==> src/common/pmc_pkg.sv <==
// constants and types shared by the power mode controller files
// assumes a single 10 MHz clock and no software-visible register map
package pmc_pkg;

   // clock period of clock_in
   localparam int CLK_PERIOD_NS = 100;

   // least time spent gating clocks and arming retention before a low-power mode
   localparam int PREP_TIME_NS = 1000;
   localparam int PREP_CYC = (PREP_TIME_NS + CLK_PERIOD_NS - 1) / CLK_PERIOD_NS;
   localparam int PREP_CNT_W = $clog2(PREP_CYC + 1);

   // brownout detector sampling period while duty-cycled
   localparam int BOD_PERIOD_NS = 10000;
   localparam int BOD_PERIOD_CYC = BOD_PERIOD_NS / CLK_PERIOD_NS;
   localparam int BOD_CNT_W = $clog2(BOD_PERIOD_CYC + 1);

   // nominal rates of the three system clocks
   localparam int MAIN_CLK_HZ = 48000000;
   localparam int MEDIUM_CLK_HZ = 2000000;
   localparam int LOW_CLK_HZ = 32768;

   // number of general-purpose pins handled
   localparam int PIN_COUNT = 8;

   typedef enum logic [2:0] {
      ST_ACTIVE = 3'h0,
      ST_PREP = 3'h1,
      ST_IDLE = 3'h3,
      ST_STANDBY = 3'h2,
      ST_SHUTDOWN = 3'h6,
      ST_HELD = 3'h4
   } pmc_state_type;

   typedef enum logic [1:0] {
      REQ_NONE = 2'h0,
      REQ_IDLE = 2'h1,
      REQ_STANDBY = 2'h2,
      REQ_SHUTDOWN = 2'h3
   } pmc_req_type;

   typedef enum logic [1:0] {
      RET_NONE = 2'h0,
      RET_PARTIAL = 2'h1,
      RET_FULL = 2'h2
   } pmc_ret_type;

   typedef enum logic [1:0] {
      CAUSE_POR = 2'h0,
      CAUSE_PIN = 2'h1,
      CAUSE_SHDN_WAKE = 2'h2
   } pmc_cause_type;

   typedef enum logic [1:0] {
      LF_SRC_RC = 2'h0,
      LF_SRC_XTAL = 2'h1,
      LF_SRC_EXT = 2'h2
   } pmc_lf_type;

   typedef enum logic {
      HF_SRC_RC = 1'h0,
      HF_SRC_XTAL = 1'h1
   } pmc_hf_type;

   typedef enum logic [1:0] {
      BOD_OFF = 2'h0,
      BOD_ON = 2'h1,
      BOD_DUTY = 2'h2
   } pmc_bod_type;

endpackage

==> src/common/pmc_pad_if.sv <==
// carries pin values between the mode controller and its pin latch
// assumes both ends run on clock_in
`timescale 1ns/1ps
interface pmc_pad_if #(parameter int N = 8);
   logic latch_en;
   logic [N-1:0] core_val;
   logic [N-1:0] pad_val;

   modport ctrl (output latch_en, output core_val, input pad_val);
   modport latch (input latch_en, input core_val, output pad_val);
endinterface

==> src/hdl/pmc_ctrl.sv <==
// power mode controller: sequences active, idle, standby, shutdown and held reset
// assumes one 10 MHz clock, synchronous active-low reset, wake sources from pins,
// the real-time clock and the sensor controller, and a mode request from software
`timescale 1ns/1ps
module pmc_ctrl #(
   parameter int N = pmc_pkg::PIN_COUNT
) (
   input wire logic clock_in,
   input wire logic rstn_in,
   input wire logic mode_req_valid_in,
   input wire logic [1:0] mode_req_in,
   input wire logic irq_in,
   input wire logic rtc_event_in,
   input wire logic sc_event_in,
   input wire logic reset_pin_n_in,
   input wire logic [N-1:0] pin_in,
   input wire logic [N-1:0] pin_wake_en_in,
   input wire logic [N-1:0] shdn_wake_en_in,
   input wire logic [N-1:0] gpio_core_in,
   input wire logic hf_src_sel_in,
   input wire logic [1:0] lf_src_sel_in,
   input wire logic lf_out_req_in,
   input wire logic radio_req_in,
   input wire logic sc_periph_req_in,
   output logic [2:0] mode_out,
   output logic mode_busy_out,
   output logic cpu_clk_en_out,
   output logic mem_clk_en_out,
   output logic periph_clk_en_out,
   output logic aon_pwr_out,
   output logic sc_pwr_out,
   output logic [1:0] reg_ret_out,
   output logic sram_ret_out,
   output logic periph_ret_out,
   output logic cpu_resume_out,
   output logic cpu_reset_out,
   output logic [1:0] reset_cause_out,
   output logic main_clk_en_out,
   output logic main_clk_src_out,
   output logic radio_en_out,
   output logic medium_clk_en_out,
   output logic low_clk_en_out,
   output logic [1:0] low_clk_src_out,
   output logic lf_clk_drive_out,
   output logic [N-1:0] pin_event_out,
   output logic wdt_run_out,
   output logic wdt_pause_out,
   output logic [1:0] bod_mode_out,
   output logic bod_sample_out,
   output logic por_en_out,
   output logic sc_periph_owner_out,
   output logic [N-1:0] gpio_pad_out,
   output logic gpio_latched_out
);
   pmc_pkg::pmc_state_type state_r;
   pmc_pkg::pmc_state_type state_nxt;
   pmc_pkg::pmc_req_type tgt_r;
   pmc_pkg::pmc_cause_type cause_r;
   logic [pmc_pkg::PREP_CNT_W-1:0] prep_cnt_r;
   logic [pmc_pkg::BOD_CNT_W-1:0] bod_cnt_r;
   logic pend_r;
   logic latch_r;
   logic rst_pin_level;
   logic rst_pin_change;
   logic [N-1:0] pin_level;
   logic [N-1:0] pin_change;
   logic edge_wake;
   logic shdn_wake;
   logic standby_wake;
   logic idle_wake;
   logic prep_done;
   logic live_nxt;
   pmc_pkg::pmc_lf_type lf_sel;

   pmc_pad_if #(.N(N)) pad_bus ();

   // reset pin idles high
   pmc_sync #(.W(1), .RST_VAL(1'h1)) u_rst_sync (
      .clock_in(clock_in),
      .rstn_in(rstn_in),
      .async_in(reset_pin_n_in),
      .level_out(rst_pin_level),
      .change_out(rst_pin_change)
   );

   pmc_sync #(.W(N), .RST_VAL('0)) u_pin_sync (
      .clock_in(clock_in),
      .rstn_in(rstn_in),
      .async_in(pin_in),
      .level_out(pin_level),
      .change_out(pin_change)
   );

   pmc_pin_latch #(.N(N)) u_latch (
      .clock_in(clock_in),
      .rstn_in(rstn_in),
      .pad_if(pad_bus.latch)
   );

   // wake qualification per mode
   assign edge_wake = |(pin_change & pin_wake_en_in);
   assign shdn_wake = |(pin_change & shdn_wake_en_in);
   assign standby_wake = edge_wake | rtc_event_in | sc_event_in;
   assign idle_wake = standby_wake | irq_in;
   assign prep_done = (prep_cnt_r == '0);

   // next mode
   always_comb begin
      state_nxt = state_r;
      unique case (state_r)
         pmc_pkg::ST_HELD: begin
            if (rst_pin_level) begin
               state_nxt = pmc_pkg::ST_ACTIVE;
            end
         end
         pmc_pkg::ST_ACTIVE: begin
            if (mode_req_valid_in && mode_req_in != pmc_pkg::REQ_NONE) begin
               state_nxt = pmc_pkg::ST_PREP;
            end
         end
         pmc_pkg::ST_PREP: begin
            if (prep_done) begin
               if (pend_r && tgt_r != pmc_pkg::REQ_SHUTDOWN) begin
                  state_nxt = pmc_pkg::ST_ACTIVE;
               end else if (tgt_r == pmc_pkg::REQ_IDLE) begin
                  state_nxt = pmc_pkg::ST_IDLE;
               end else if (tgt_r == pmc_pkg::REQ_STANDBY) begin
                  state_nxt = pmc_pkg::ST_STANDBY;
               end else begin
                  state_nxt = pmc_pkg::ST_SHUTDOWN;
               end
            end
         end
         pmc_pkg::ST_IDLE: begin
            if (idle_wake) begin
               state_nxt = pmc_pkg::ST_ACTIVE;
            end
         end
         pmc_pkg::ST_STANDBY: begin
            if (standby_wake) begin
               state_nxt = pmc_pkg::ST_ACTIVE;
            end
         end
         pmc_pkg::ST_SHUTDOWN: begin
            if (shdn_wake) begin
               state_nxt = pmc_pkg::ST_HELD;
            end
         end
         default: begin
            state_nxt = pmc_pkg::ST_HELD;
         end
      endcase
      if (!rst_pin_level) begin
         state_nxt = pmc_pkg::ST_HELD;
      end
   end

   always_ff @(posedge clock_in) begin
      if (!rstn_in) begin
         state_r <= pmc_pkg::ST_HELD;
      end else begin
         state_r <= state_nxt;
      end
   end

   // target mode and setup countdown
   always_ff @(posedge clock_in) begin
      if (!rstn_in) begin
         tgt_r <= pmc_pkg::REQ_NONE;
         prep_cnt_r <= '0;
      end else if (state_r == pmc_pkg::ST_ACTIVE && state_nxt == pmc_pkg::ST_PREP) begin
         tgt_r <= pmc_pkg::pmc_req_type'(mode_req_in);
         prep_cnt_r <= pmc_pkg::PREP_CNT_W'(pmc_pkg::PREP_CYC - 1);
      end else if (state_r == pmc_pkg::ST_PREP && !prep_done) begin
         prep_cnt_r <= prep_cnt_r - 1'b1;
      end
   end

   // a wake arriving before the last cycle of idle or standby setup is kept and turns the entry back
   always_ff @(posedge clock_in) begin
      if (!rstn_in) begin
         pend_r <= 1'b0;
      end else if (state_r != pmc_pkg::ST_PREP) begin
         pend_r <= 1'b0;
      end else if (tgt_r == pmc_pkg::REQ_IDLE && idle_wake) begin
         pend_r <= 1'b1;
      end else if (tgt_r == pmc_pkg::REQ_STANDBY && standby_wake) begin
         pend_r <= 1'b1;
      end
   end

   // reset cause, power-on after system reset
   always_ff @(posedge clock_in) begin
      if (!rstn_in) begin
         cause_r <= pmc_pkg::CAUSE_POR;
      end else if (!rst_pin_level) begin
         cause_r <= pmc_pkg::CAUSE_PIN;
      end else if (state_r == pmc_pkg::ST_SHUTDOWN && state_nxt == pmc_pkg::ST_HELD) begin
         cause_r <= pmc_pkg::CAUSE_SHDN_WAKE;
      end
   end

   assign reset_cause_out = cause_r;

   // power domains, clock gating and retention per mode
   always_ff @(posedge clock_in) begin
      if (!rstn_in) begin
         cpu_clk_en_out <= 1'b0;
         mem_clk_en_out <= 1'b0;
         periph_clk_en_out <= 1'b0;
         aon_pwr_out <= 1'b0;
         sc_pwr_out <= 1'b0;
         reg_ret_out <= pmc_pkg::RET_NONE;
         sram_ret_out <= 1'b0;
         periph_ret_out <= 1'b0;
      end else begin
         cpu_clk_en_out <= state_nxt == pmc_pkg::ST_ACTIVE;
         mem_clk_en_out <= state_nxt == pmc_pkg::ST_ACTIVE;
         periph_clk_en_out <= live_nxt || state_nxt == pmc_pkg::ST_PREP;
         aon_pwr_out <= live_nxt || state_nxt == pmc_pkg::ST_PREP
            || state_nxt == pmc_pkg::ST_STANDBY;
         sc_pwr_out <= live_nxt || state_nxt == pmc_pkg::ST_PREP
            || state_nxt == pmc_pkg::ST_STANDBY;
         unique case (state_nxt)
            pmc_pkg::ST_ACTIVE, pmc_pkg::ST_IDLE, pmc_pkg::ST_PREP: begin
               reg_ret_out <= pmc_pkg::RET_FULL;
            end
            pmc_pkg::ST_STANDBY: begin
               reg_ret_out <= pmc_pkg::RET_PARTIAL;
            end
            default: begin
               reg_ret_out <= pmc_pkg::RET_NONE;
            end
         endcase
         sram_ret_out <= live_nxt || state_nxt == pmc_pkg::ST_PREP
            || state_nxt == pmc_pkg::ST_STANDBY;
         periph_ret_out <= state_nxt == pmc_pkg::ST_STANDBY;
      end
   end

   assign live_nxt = state_nxt == pmc_pkg::ST_ACTIVE || state_nxt == pmc_pkg::ST_IDLE;

   // cpu resume and reset controls
   always_ff @(posedge clock_in) begin
      if (!rstn_in) begin
         cpu_resume_out <= 1'b0;
         cpu_reset_out <= 1'b1;
      end else begin
         cpu_resume_out <= (state_r == pmc_pkg::ST_STANDBY || state_r == pmc_pkg::ST_IDLE)
            && state_nxt == pmc_pkg::ST_ACTIVE;
         cpu_reset_out <= state_nxt == pmc_pkg::ST_HELD;
      end
   end

   // system clock selection
   assign lf_sel = (lf_src_sel_in == pmc_pkg::LF_SRC_XTAL) ? pmc_pkg::LF_SRC_XTAL
      : (lf_src_sel_in == pmc_pkg::LF_SRC_EXT) ? pmc_pkg::LF_SRC_EXT : pmc_pkg::LF_SRC_RC;

   always_ff @(posedge clock_in) begin
      if (!rstn_in) begin
         main_clk_en_out <= 1'b0;
         main_clk_src_out <= pmc_pkg::HF_SRC_RC;
         radio_en_out <= 1'b0;
         medium_clk_en_out <= 1'b0;
         low_clk_en_out <= 1'b0;
         low_clk_src_out <= pmc_pkg::LF_SRC_RC;
         lf_clk_drive_out <= 1'b0;
      end else begin
         main_clk_en_out <= live_nxt || state_nxt == pmc_pkg::ST_PREP;
         main_clk_src_out <= hf_src_sel_in;
         radio_en_out <= radio_req_in && hf_src_sel_in == pmc_pkg::HF_SRC_XTAL
            && live_nxt;
         medium_clk_en_out <= live_nxt || state_nxt == pmc_pkg::ST_PREP
            || state_nxt == pmc_pkg::ST_STANDBY;
         low_clk_en_out <= live_nxt || state_nxt == pmc_pkg::ST_PREP
            || state_nxt == pmc_pkg::ST_STANDBY;
         low_clk_src_out <= lf_sel;
         lf_clk_drive_out <= lf_out_req_in && lf_sel != pmc_pkg::LF_SRC_EXT
            && (live_nxt || state_nxt == pmc_pkg::ST_PREP
            || state_nxt == pmc_pkg::ST_STANDBY);
      end
   end

   // pin edge events, suppressed while reset is held
   always_ff @(posedge clock_in) begin
      if (!rstn_in) begin
         pin_event_out <= '0;
      end else if (state_r == pmc_pkg::ST_HELD) begin
         pin_event_out <= '0;
      end else begin
         pin_event_out <= pin_change & pin_wake_en_in;
      end
   end

   // supervisors
   always_ff @(posedge clock_in) begin
      if (!rstn_in) begin
         wdt_run_out <= 1'b0;
         wdt_pause_out <= 1'b0;
         bod_mode_out <= pmc_pkg::BOD_OFF;
         por_en_out <= 1'b0;
      end else begin
         wdt_run_out <= live_nxt || state_nxt == pmc_pkg::ST_PREP;
         wdt_pause_out <= state_nxt == pmc_pkg::ST_STANDBY;
         if (state_nxt == pmc_pkg::ST_STANDBY) begin
            bod_mode_out <= pmc_pkg::BOD_DUTY;
         end else if (live_nxt || state_nxt == pmc_pkg::ST_PREP) begin
            bod_mode_out <= pmc_pkg::BOD_ON;
         end else begin
            bod_mode_out <= pmc_pkg::BOD_OFF;
         end
         por_en_out <= live_nxt || state_nxt == pmc_pkg::ST_PREP
            || state_nxt == pmc_pkg::ST_STANDBY;
      end
   end

   // brownout sample strobe: steady in run modes, one cycle per period in standby
   always_ff @(posedge clock_in) begin
      if (!rstn_in) begin
         bod_cnt_r <= '0;
      end else if (state_r != pmc_pkg::ST_STANDBY || bod_cnt_r == '0) begin
         bod_cnt_r <= pmc_pkg::BOD_CNT_W'(pmc_pkg::BOD_PERIOD_CYC - 1);
      end else begin
         bod_cnt_r <= bod_cnt_r - 1'b1;
      end
   end

   always_ff @(posedge clock_in) begin
      if (!rstn_in) begin
         bod_sample_out <= 1'b0;
      end else if (state_r == pmc_pkg::ST_STANDBY && state_nxt == pmc_pkg::ST_STANDBY) begin
         bod_sample_out <= bod_cnt_r == '0;
      end else begin
         bod_sample_out <= live_nxt || state_nxt == pmc_pkg::ST_PREP;
      end
   end

   // sensor controller peripheral ownership; cpu owns them otherwise
   always_ff @(posedge clock_in) begin
      if (!rstn_in) begin
         sc_periph_owner_out <= 1'b0;
      end else begin
         sc_periph_owner_out <= sc_periph_req_in && (live_nxt
            || state_nxt == pmc_pkg::ST_PREP || state_nxt == pmc_pkg::ST_STANDBY);
      end
   end

   // pin latch in standby and shutdown
   always_ff @(posedge clock_in) begin
      if (!rstn_in) begin
         latch_r <= 1'b0;
      end else begin
         latch_r <= state_nxt == pmc_pkg::ST_STANDBY
            || state_nxt == pmc_pkg::ST_SHUTDOWN;
      end
   end

   assign pad_bus.latch_en = latch_r;
   assign pad_bus.core_val = gpio_core_in;
   assign gpio_pad_out = pad_bus.pad_val;
   assign gpio_latched_out = latch_r;

   assign mode_out = state_r;
   assign mode_busy_out = state_r == pmc_pkg::ST_PREP;
endmodule

==> src/hdl/pmc_sync.sv <==
// three-stage synchroniser for asynchronous pin levels
// a change is accepted once the second and third stages agree
`timescale 1ns/1ps
module pmc_sync #(
   parameter int W = 1,
   parameter logic [W-1:0] RST_VAL = '0
) (
   input wire logic clock_in,
   input wire logic rstn_in,
   input wire logic [W-1:0] async_in,
   output logic [W-1:0] level_out,
   output logic [W-1:0] change_out
);
   logic [W-1:0] s1_r;
   logic [W-1:0] s2_r;
   logic [W-1:0] s3_r;
   logic [W-1:0] agree;

   always_ff @(posedge clock_in) begin
      if (!rstn_in) begin
         s1_r <= RST_VAL;
         s2_r <= RST_VAL;
         s3_r <= RST_VAL;
      end else begin
         s1_r <= async_in;
         s2_r <= s1_r;
         s3_r <= s2_r;
      end
   end

   assign agree = ~(s2_r ^ s3_r);

   always_ff @(posedge clock_in) begin
      if (!rstn_in) begin
         level_out <= RST_VAL;
         change_out <= '0;
      end else begin
         level_out <= (agree & s3_r) | (~agree & level_out);
         change_out <= agree & (s3_r ^ level_out);
      end
   end
endmodule

==> src/hdl/pmc_pin_latch.sv <==
// pin output latch: passes core values, freezes them while latch_en is high
// assumes latch_en is a registered level from the controller
`timescale 1ns/1ps
module pmc_pin_latch #(
   parameter int N = 8
) (
   input wire logic clock_in,
   input wire logic rstn_in,
   pmc_pad_if.latch pad_if
);
   logic [N-1:0] pad_r;

   always_ff @(posedge clock_in) begin
      if (!rstn_in) begin
         pad_r <= '0;
      end else if (!pad_if.latch_en) begin
         pad_r <= pad_if.core_val;
      end
   end

   assign pad_if.pad_val = pad_r;
endmodule

==> config.mk <==
export PLATFORM = sky130hd
export DESIGN_NAME = pmc_ctrl
export DESIGN_NICKNAME = d
export VERILOG_FILES = /design/src/common/pmc_pkg.sv /design/src/common/pmc_pad_if.sv /design/src/hdl/pmc_ctrl.sv /design/src/hdl/pmc_sync.sv /design/src/hdl/pmc_pin_latch.sv
export SDC_FILE = /design/constraint.sdc
export NUM_CORES = 1
export LEC_CHECK = 0
export ABC_CLOCK_PERIOD_IN_PS = 1800
export BUFFER_PORTS_ARGS = -buffer_cell sky130_fd_sc_hd__buf_2
export CORE_MARGIN = 2
export CORE_UTILIZATION = 35
export CTS_BUF_LIST = sky130_fd_sc_hd__clkbuf_8
export CTS_CLUSTER_SIZE = 14
export DETAILED_ROUTE_END_ITERATION = 8
export SLEW_MARGIN = 20
export SYNTH_ARGS = -nofsm -noshare
export SYNTH_HDL_FRONTEND = slang
export SYNTH_SLANG_ARGS = --single-unit
==> constraint.sdc <==
create_clock -name clock_in -period 1.8 [get_ports clock_in]
set_clock_uncertainty 0.1 [all_clocks]
set_input_delay 0.18 -clock clock_in [delete_from_list [all_inputs] [get_ports clock_in]]
set_output_delay 0.18 -clock clock_in [all_outputs]
set_load 0.005 [all_outputs]
## Yosys cells after proc, flatten, opt, wreduce, memory -nomap -nowiden

Index checks and enable logic that the tools add are counted.

| operators by class | value |
|---|---|
| add/subtract/negate cells | 2 |
| reductions and logical operators | 37 |
| eq/ne operators | 19 |
| bitwise operators | 19 |
| mux-type cells | 23 |

Operators with widths:

| operator | count |
|---|---|
| bitwise AND 8 bit | 5 |
| two-way mux 3 bit | 9 |
| one-hot mux 3 bit (6 select lines) | 1 |
| NOT 8 bit | 2 |
| OR reduction 8 bit | 2 |
| bitwise XOR 8 bit | 2 |
| logical AND 1 bit | 14 |
| == test 3 x 2 -> 1 bit, second input constant | 4 |
| == test 3 bit, second input constant | 4 |
| OR reduction 2 bit | 5 |
| two-way mux 4 bit | 2 |
| bitwise OR 8 bit | 1 |
| zero test 7 bit | 1 |
| two-way mux 7 bit | 1 |
| subtractor 7 x 1 -> 7 bit, second input constant | 1 |
| == test 3 x 1 -> 1 bit, second input constant | 2 |
| zero test 3 bit | 2 |
| logical OR 1 bit | 6 |
| two-way mux 1 bit | 6 |
| two-way mux 2 bit | 3 |
| inequality test 2 bit, second input constant | 3 |
| nonzero test 2 bit | 3 |
| == test 2 x 1 -> 1 bit, second input constant | 2 |
| == test 2 bit, second input constant | 2 |
| 12 further kinds | 17 |

| storage, ports and cells | value |
|---|---|
| input bits | 47 |
| register bits | 97 |

## Longest topological paths before layout

| logic depth | value |
|---|---|
| word-level depth | 13 |
| depth in mapped cells | 9 |
| depth with buffers taken out | 9 |

## Hierarchy

From an unflattened synthesis, not the netlist that was laid out.

| unflattened totals | value |
|---|---|
| cells, all modules | 355 |
| area, all modules | 3564.7 sq um |

Modules (own cells, without submodules):

| module | instances | cells an instance | area each (sq um) |
|---|---|---|---|
| pmc_ctrl | 1 | 200 | 1845.5 |
| pmc_sync at u_pin_sync | 1 | 117 | 1263.7 |
| pmc_pin_latch | 1 | 25 | 301.5 |
| pmc_sync at u_rst_sync | 1 | 13 | 153.9 |

## Least setup slack after synthesis

Ideal clock, no wire load.

| timing path | value |
|---|---|
| path type | reg-to-reg |
| start | reg prep_cnt_r[0] (netlist bit) |
| end | reg radio_en_out |
| clock period less this slack | 1767 ps |
| setup slack | 33 ps |
| setup time | 118 ps |
| path buffers | 0 |
| arrival | 1550 ps |
| stages on the path, launching flop included | 9 |
| path through | dfxtp_1 -> inv_1 -> ha_1 -> nor3b_1 -> a31o_2 -> o2111ai_4 -> nand2_4 -> inv_2 -> o2111a_1 |

| between the ends | value |
|---|---|
| word-level cells in the longest chain between the ends | 7 |
| elaborated cells on any way between the ends | 8 |
| classes of those cells | eq/ne (1); mux (3); reduce/logical (4) |

RTL lines:

| item | RTL line | source |
|---|---|---|
| start: declaration | pmc_ctrl.sv:59 | `logic [pmc_pkg::PREP_CNT_W-1:0] prep_cnt_r;` |
| start signal: assignment | pmc_ctrl.sv:173 | `prep_cnt_r <= pmc_pkg::PREP_CNT_W'(pmc_pkg::PREP_CYC - 1);` |
| start signal: assignment | pmc_ctrl.sv:175 | `prep_cnt_r <= prep_cnt_r - 1'b1;` |
| zero test 4 bit (*) | pmc_ctrl.sv:105 | `assign prep_done = (prep_cnt_r == '0);` |
| two-way mux 3 bit (*) | pmc_ctrl.sv:122 | `if (prep_done) begin` |
| one-hot mux 3 bit (6 select lines) (*) | pmc_ctrl.sv:110 | `unique case (state_r)` |
| two-way mux 3 bit (*) | pmc_ctrl.sv:153 | `if (!rst_pin_level) begin` |
| == test 3 x 2 -> 1 bit / zero test 3 bit (equally long branches) | pmc_ctrl.sv:241 | `assign live_nxt = state_nxt == pmc_pkg::ST_ACTIVE \|\| state_nxt == pmc_pkg::ST_IDLE;` |
| logical OR 1 bit (*) | pmc_ctrl.sv:241 |  |
| logical AND 1 bit (*) | pmc_ctrl.sv:272 | `&& live_nxt;` |
| end signal: assignment | pmc_ctrl.sv:271 | `radio_en_out <= radio_req_in && hf_src_sel_in == pmc_pkg::HF_SRC_XTAL` |
| end: declaration | pmc_ctrl.sv:40 | `output logic radio_en_out,` |

Every way passes the cells marked *; elsewhere a longest branch is shown, timed or not.
A chain may end at the register's enable or synchronous reset.

## Worst setup path in the final report

| timing path | value |
|---|---|
| start | reg prep_cnt_r[1] (netlist bit) |
| end | reg radio_en_out |

The elaborated chain is that of the path after synthesis.

==> results.md <==
- Status: completed
- Total Nets Final: 549
- Number of synthesized flops with an enable pin: 0
- Worst slew pin tran: 0.548 ns
- Final hold vios: 0
- Leakage power: 2.07 nW
- Avg Vias per Cell: 4.41
- Synth top area share: 0.557
- CP arrival: 1.95 ns
- VDD IR-drop max: 0.000353 V
- Slowest stage delay, CP: 0.34 ns
- RSZ-0062 raised after global routing: true
- DIE WIDTH: 103 um
- Starting density of the core: 0.354
- Setup violators final: 0
- Relative slew slack: 0.632
- Largest area contributor in the netlist: dfxtp_1
- Post-synthesis cell count: 359
- Required time of the critical path: 2.01 ns
- Tcrit/Tclk final: 0.968
- Pin count of the biggest net entering global routing: 26
- DR iter-0 viols: 55
- Routed WL: 7490 um
- Register bit total from synthesis: 95
- Clock transition at path regs: 0.09 ns
- H-tree level count: 3
- DRC viols: 0
- Later-pin clock latency in the skew report: 0.37 ns
- Sum Neg Setup Slack: 0 ns
- Placement Setup Slack: -0.0000792 ns
- Synthesized net count: 411
- Hold Path Class: input pin to flip-flop
- F_max: 0.574 GHz
- Most frequent cell after synthesis: dfxtp_1
- Hold Slack: 0.0105 ns
- WL per Instance: 11.8 um
- Setup ws final: 0.0585 ns
- Maxcap violations: 0
- First-pass GRT wire length: 11500 um
- CTS max path bufs: 2
- Via count: 2798
- Syn avg cell area: 9.51 sq um
- Grt met3 use: 0.0264
- Total track usage: 0.143
- Cts bufs inserted: 9
- Ys Warns: 0
- Global route total overflow: 0
- Max Fanout on Critical Path: 5
- Die height: 103 um
- Num ports: 96
- Cell variety after synth: 46
- Power Dens Cells: 847 nW/um^2
- Top Usage Layer GRT: met2
- Routed Antenna Nets: 0
- Vias in the first global route: 2602
- Syn Std Cell Area: 3410 sq um
- Async SR Flop Fraction: 0
- Buffers & Inverters on Critical Path: 3
- TritonCTS clock tree: done
- Initial antenna violation count: 0
- Total Die Area: 10600 sq um
- Top Family by Delay on Critical Path: simple AND/OR/NAND/NOR gates
- Share of layout cells above drive strength 1: 0.297
- Num rows: 36
- Port bufs: 95
- Total core area: 9640 sq um
- Slew Viols, Final: 0
- Root Buffer: clkbuf_8
- Critical Path End Type: flip-flop
- Drt pass-1 iters: 6
- Top post-synthesis cells by count: dfxtp_1 (95), nor2_1 (67), nand2_1 (32)
- Crit-path cells: inv_1 > ha_2 > nor3b_4 > buf_6 > nand4_1 > nand2_1 > nor2_4 > nand2_4 > inv_2 > o2111a_1
- Top cells by area, synth: dfxtp_1 (56%), nor2_1 (7.4%), and2_1 (5.1%)
- Ys flop type: dfxtp_1
- Overall power: 3.95 mW
- DP HPWL: 5250 um
- Crit path time final: 1.74 ns
- Slowest cell on the critical path: dfxtp_1
- Fillers: 943
- Ant diodes: 0
- RD Place Congestion: 0.818
- CTS Sinks: 95
- Post-DP Area: 4070 sq um
- CP Class: flip-flop to flip-flop
- Finished Cell Area: 4670 sq um
- Sequential share of the synthesized area: 0.557
- Startpoint Class: flip-flop
- P&R area growth vs syn: 36.7%
- Met2 Usage GRT: 0.238
- Met1 Track Usage GR: 0.171
metal layers:
layer  part of all wire  up-vias
met3              0.034       12
met1               0.44     1294
met5                  0        -
met4              0.026        0
li1                   -     1448
met2               0.50       44
final timing paths:
path / startpoint / endpoint / slack [ns] / depth (start not counted)
min reg2reg: u_rst_sync.s1_r$_SDFF_PN1_ / u_rst_sync.s2_r$_SDFF_PN1_ / 0.32 / 1
max: prep_cnt_r[1]$_SDFFE_PP0P_ / radio_en_out$_SDFF_PN0_ / 0.06 / 10
min: pin_wake_en_in[4] / pin_event_out[4]$_SDFF_PP0_ / 0.01 / 3
max reg2reg: prep_cnt_r[1]$_SDFFE_PP0P_ / radio_en_out$_SDFF_PN0_ / 0.06 / 10
final cells by class:
type                       instances  area [sq um]  area share
multi-input combinational        233          1410       0.301
timing repair buffer             148           972       0.208
clock buffer                       9           124      0.0265
clock inverter                     6          56.3      0.0121
sequential                        95          1910       0.408
inverter                          10          37.5     0.00804
tap                              133           166      0.0357
report_power, final:
group | internal, mW | switching (mW) | total, mW
registers | 2.18 | 0.0461 | 2.22
logic | 0.230 | 0.177 | 0.407
clock network | 0.620 | 0.705 | 1.32
cell families after synthesis:
kind of cell    synth area share
simple gates               0.226
flops                      0.557
compound gates             0.105
buf+inv                   0.0487
mux                       0.0293
xor+xnor                  0.0154
fa+ha+maj                 0.0183
cells in the final DEF, fill, tap and decap left out, types with 4 or more instances in the layout:
master         synthesis  layout
inv_1                  8      11
nor2_1                67      66
nand2_1               32      31
dlygate4sd3_1          0      33
o21ai_0               12      12
mux2i_1               10      10
and2_1                28      27
nand2b_1               7       7
buf_2                  1      95
ha_1                   5       4
clkbuf_8               0       9
a22oi_1                5       4
dfxtp_1               95      92
a21oi_1               27      27
buf_4                 11      18
state kept, by name (all words and copies together), names as in the netlist, 2 cells and up, named ones only:
register / flops
u_latch.pad_if.pad_val: 8
prep_cnt_r: 4
u_pin_sync.change_out: 8
u_pin_sync.s2_r: 8
reset_cause_out: 2
u_pin_sync.s3_r: 8
mode_out: 3
low_clk_src_out: 2
u_pin_sync.s1_r: 8
pin_event_out: 8
tgt_r: 2
reg_ret_out: 2
bod_cnt_r: 7
through the flow:
step,instances,util
finish,634,0.484
global route,634,0.484
CTS,631,0.476
detailed placement,583,0.422
global placement,583,0.422
floorplan,359,-
timing repair:
action                                  4_1_cts  5_1_grt
gates resized for setup                       3       13
endpoints found under the setup margin        1       11
pin swaps                                     0       10
buffers inserted                              0        4
hold endpoints to repair                     32        0
hold buffers                                 33        0
worst register-to-register path, stage by stage (launching register included):
cell and delay, ns:
dfxtp_1 0.34, inv_1 0.05, ha_2 0.18, nor3b_4 0.15
buf_6 0.12, nand4_1 0.12, nand2_1 0.13, nor2_4 0.20
nand2_4 0.08, inv_2 0.06, o2111a_1 0.17
Power figures use the tool's default switching activity.
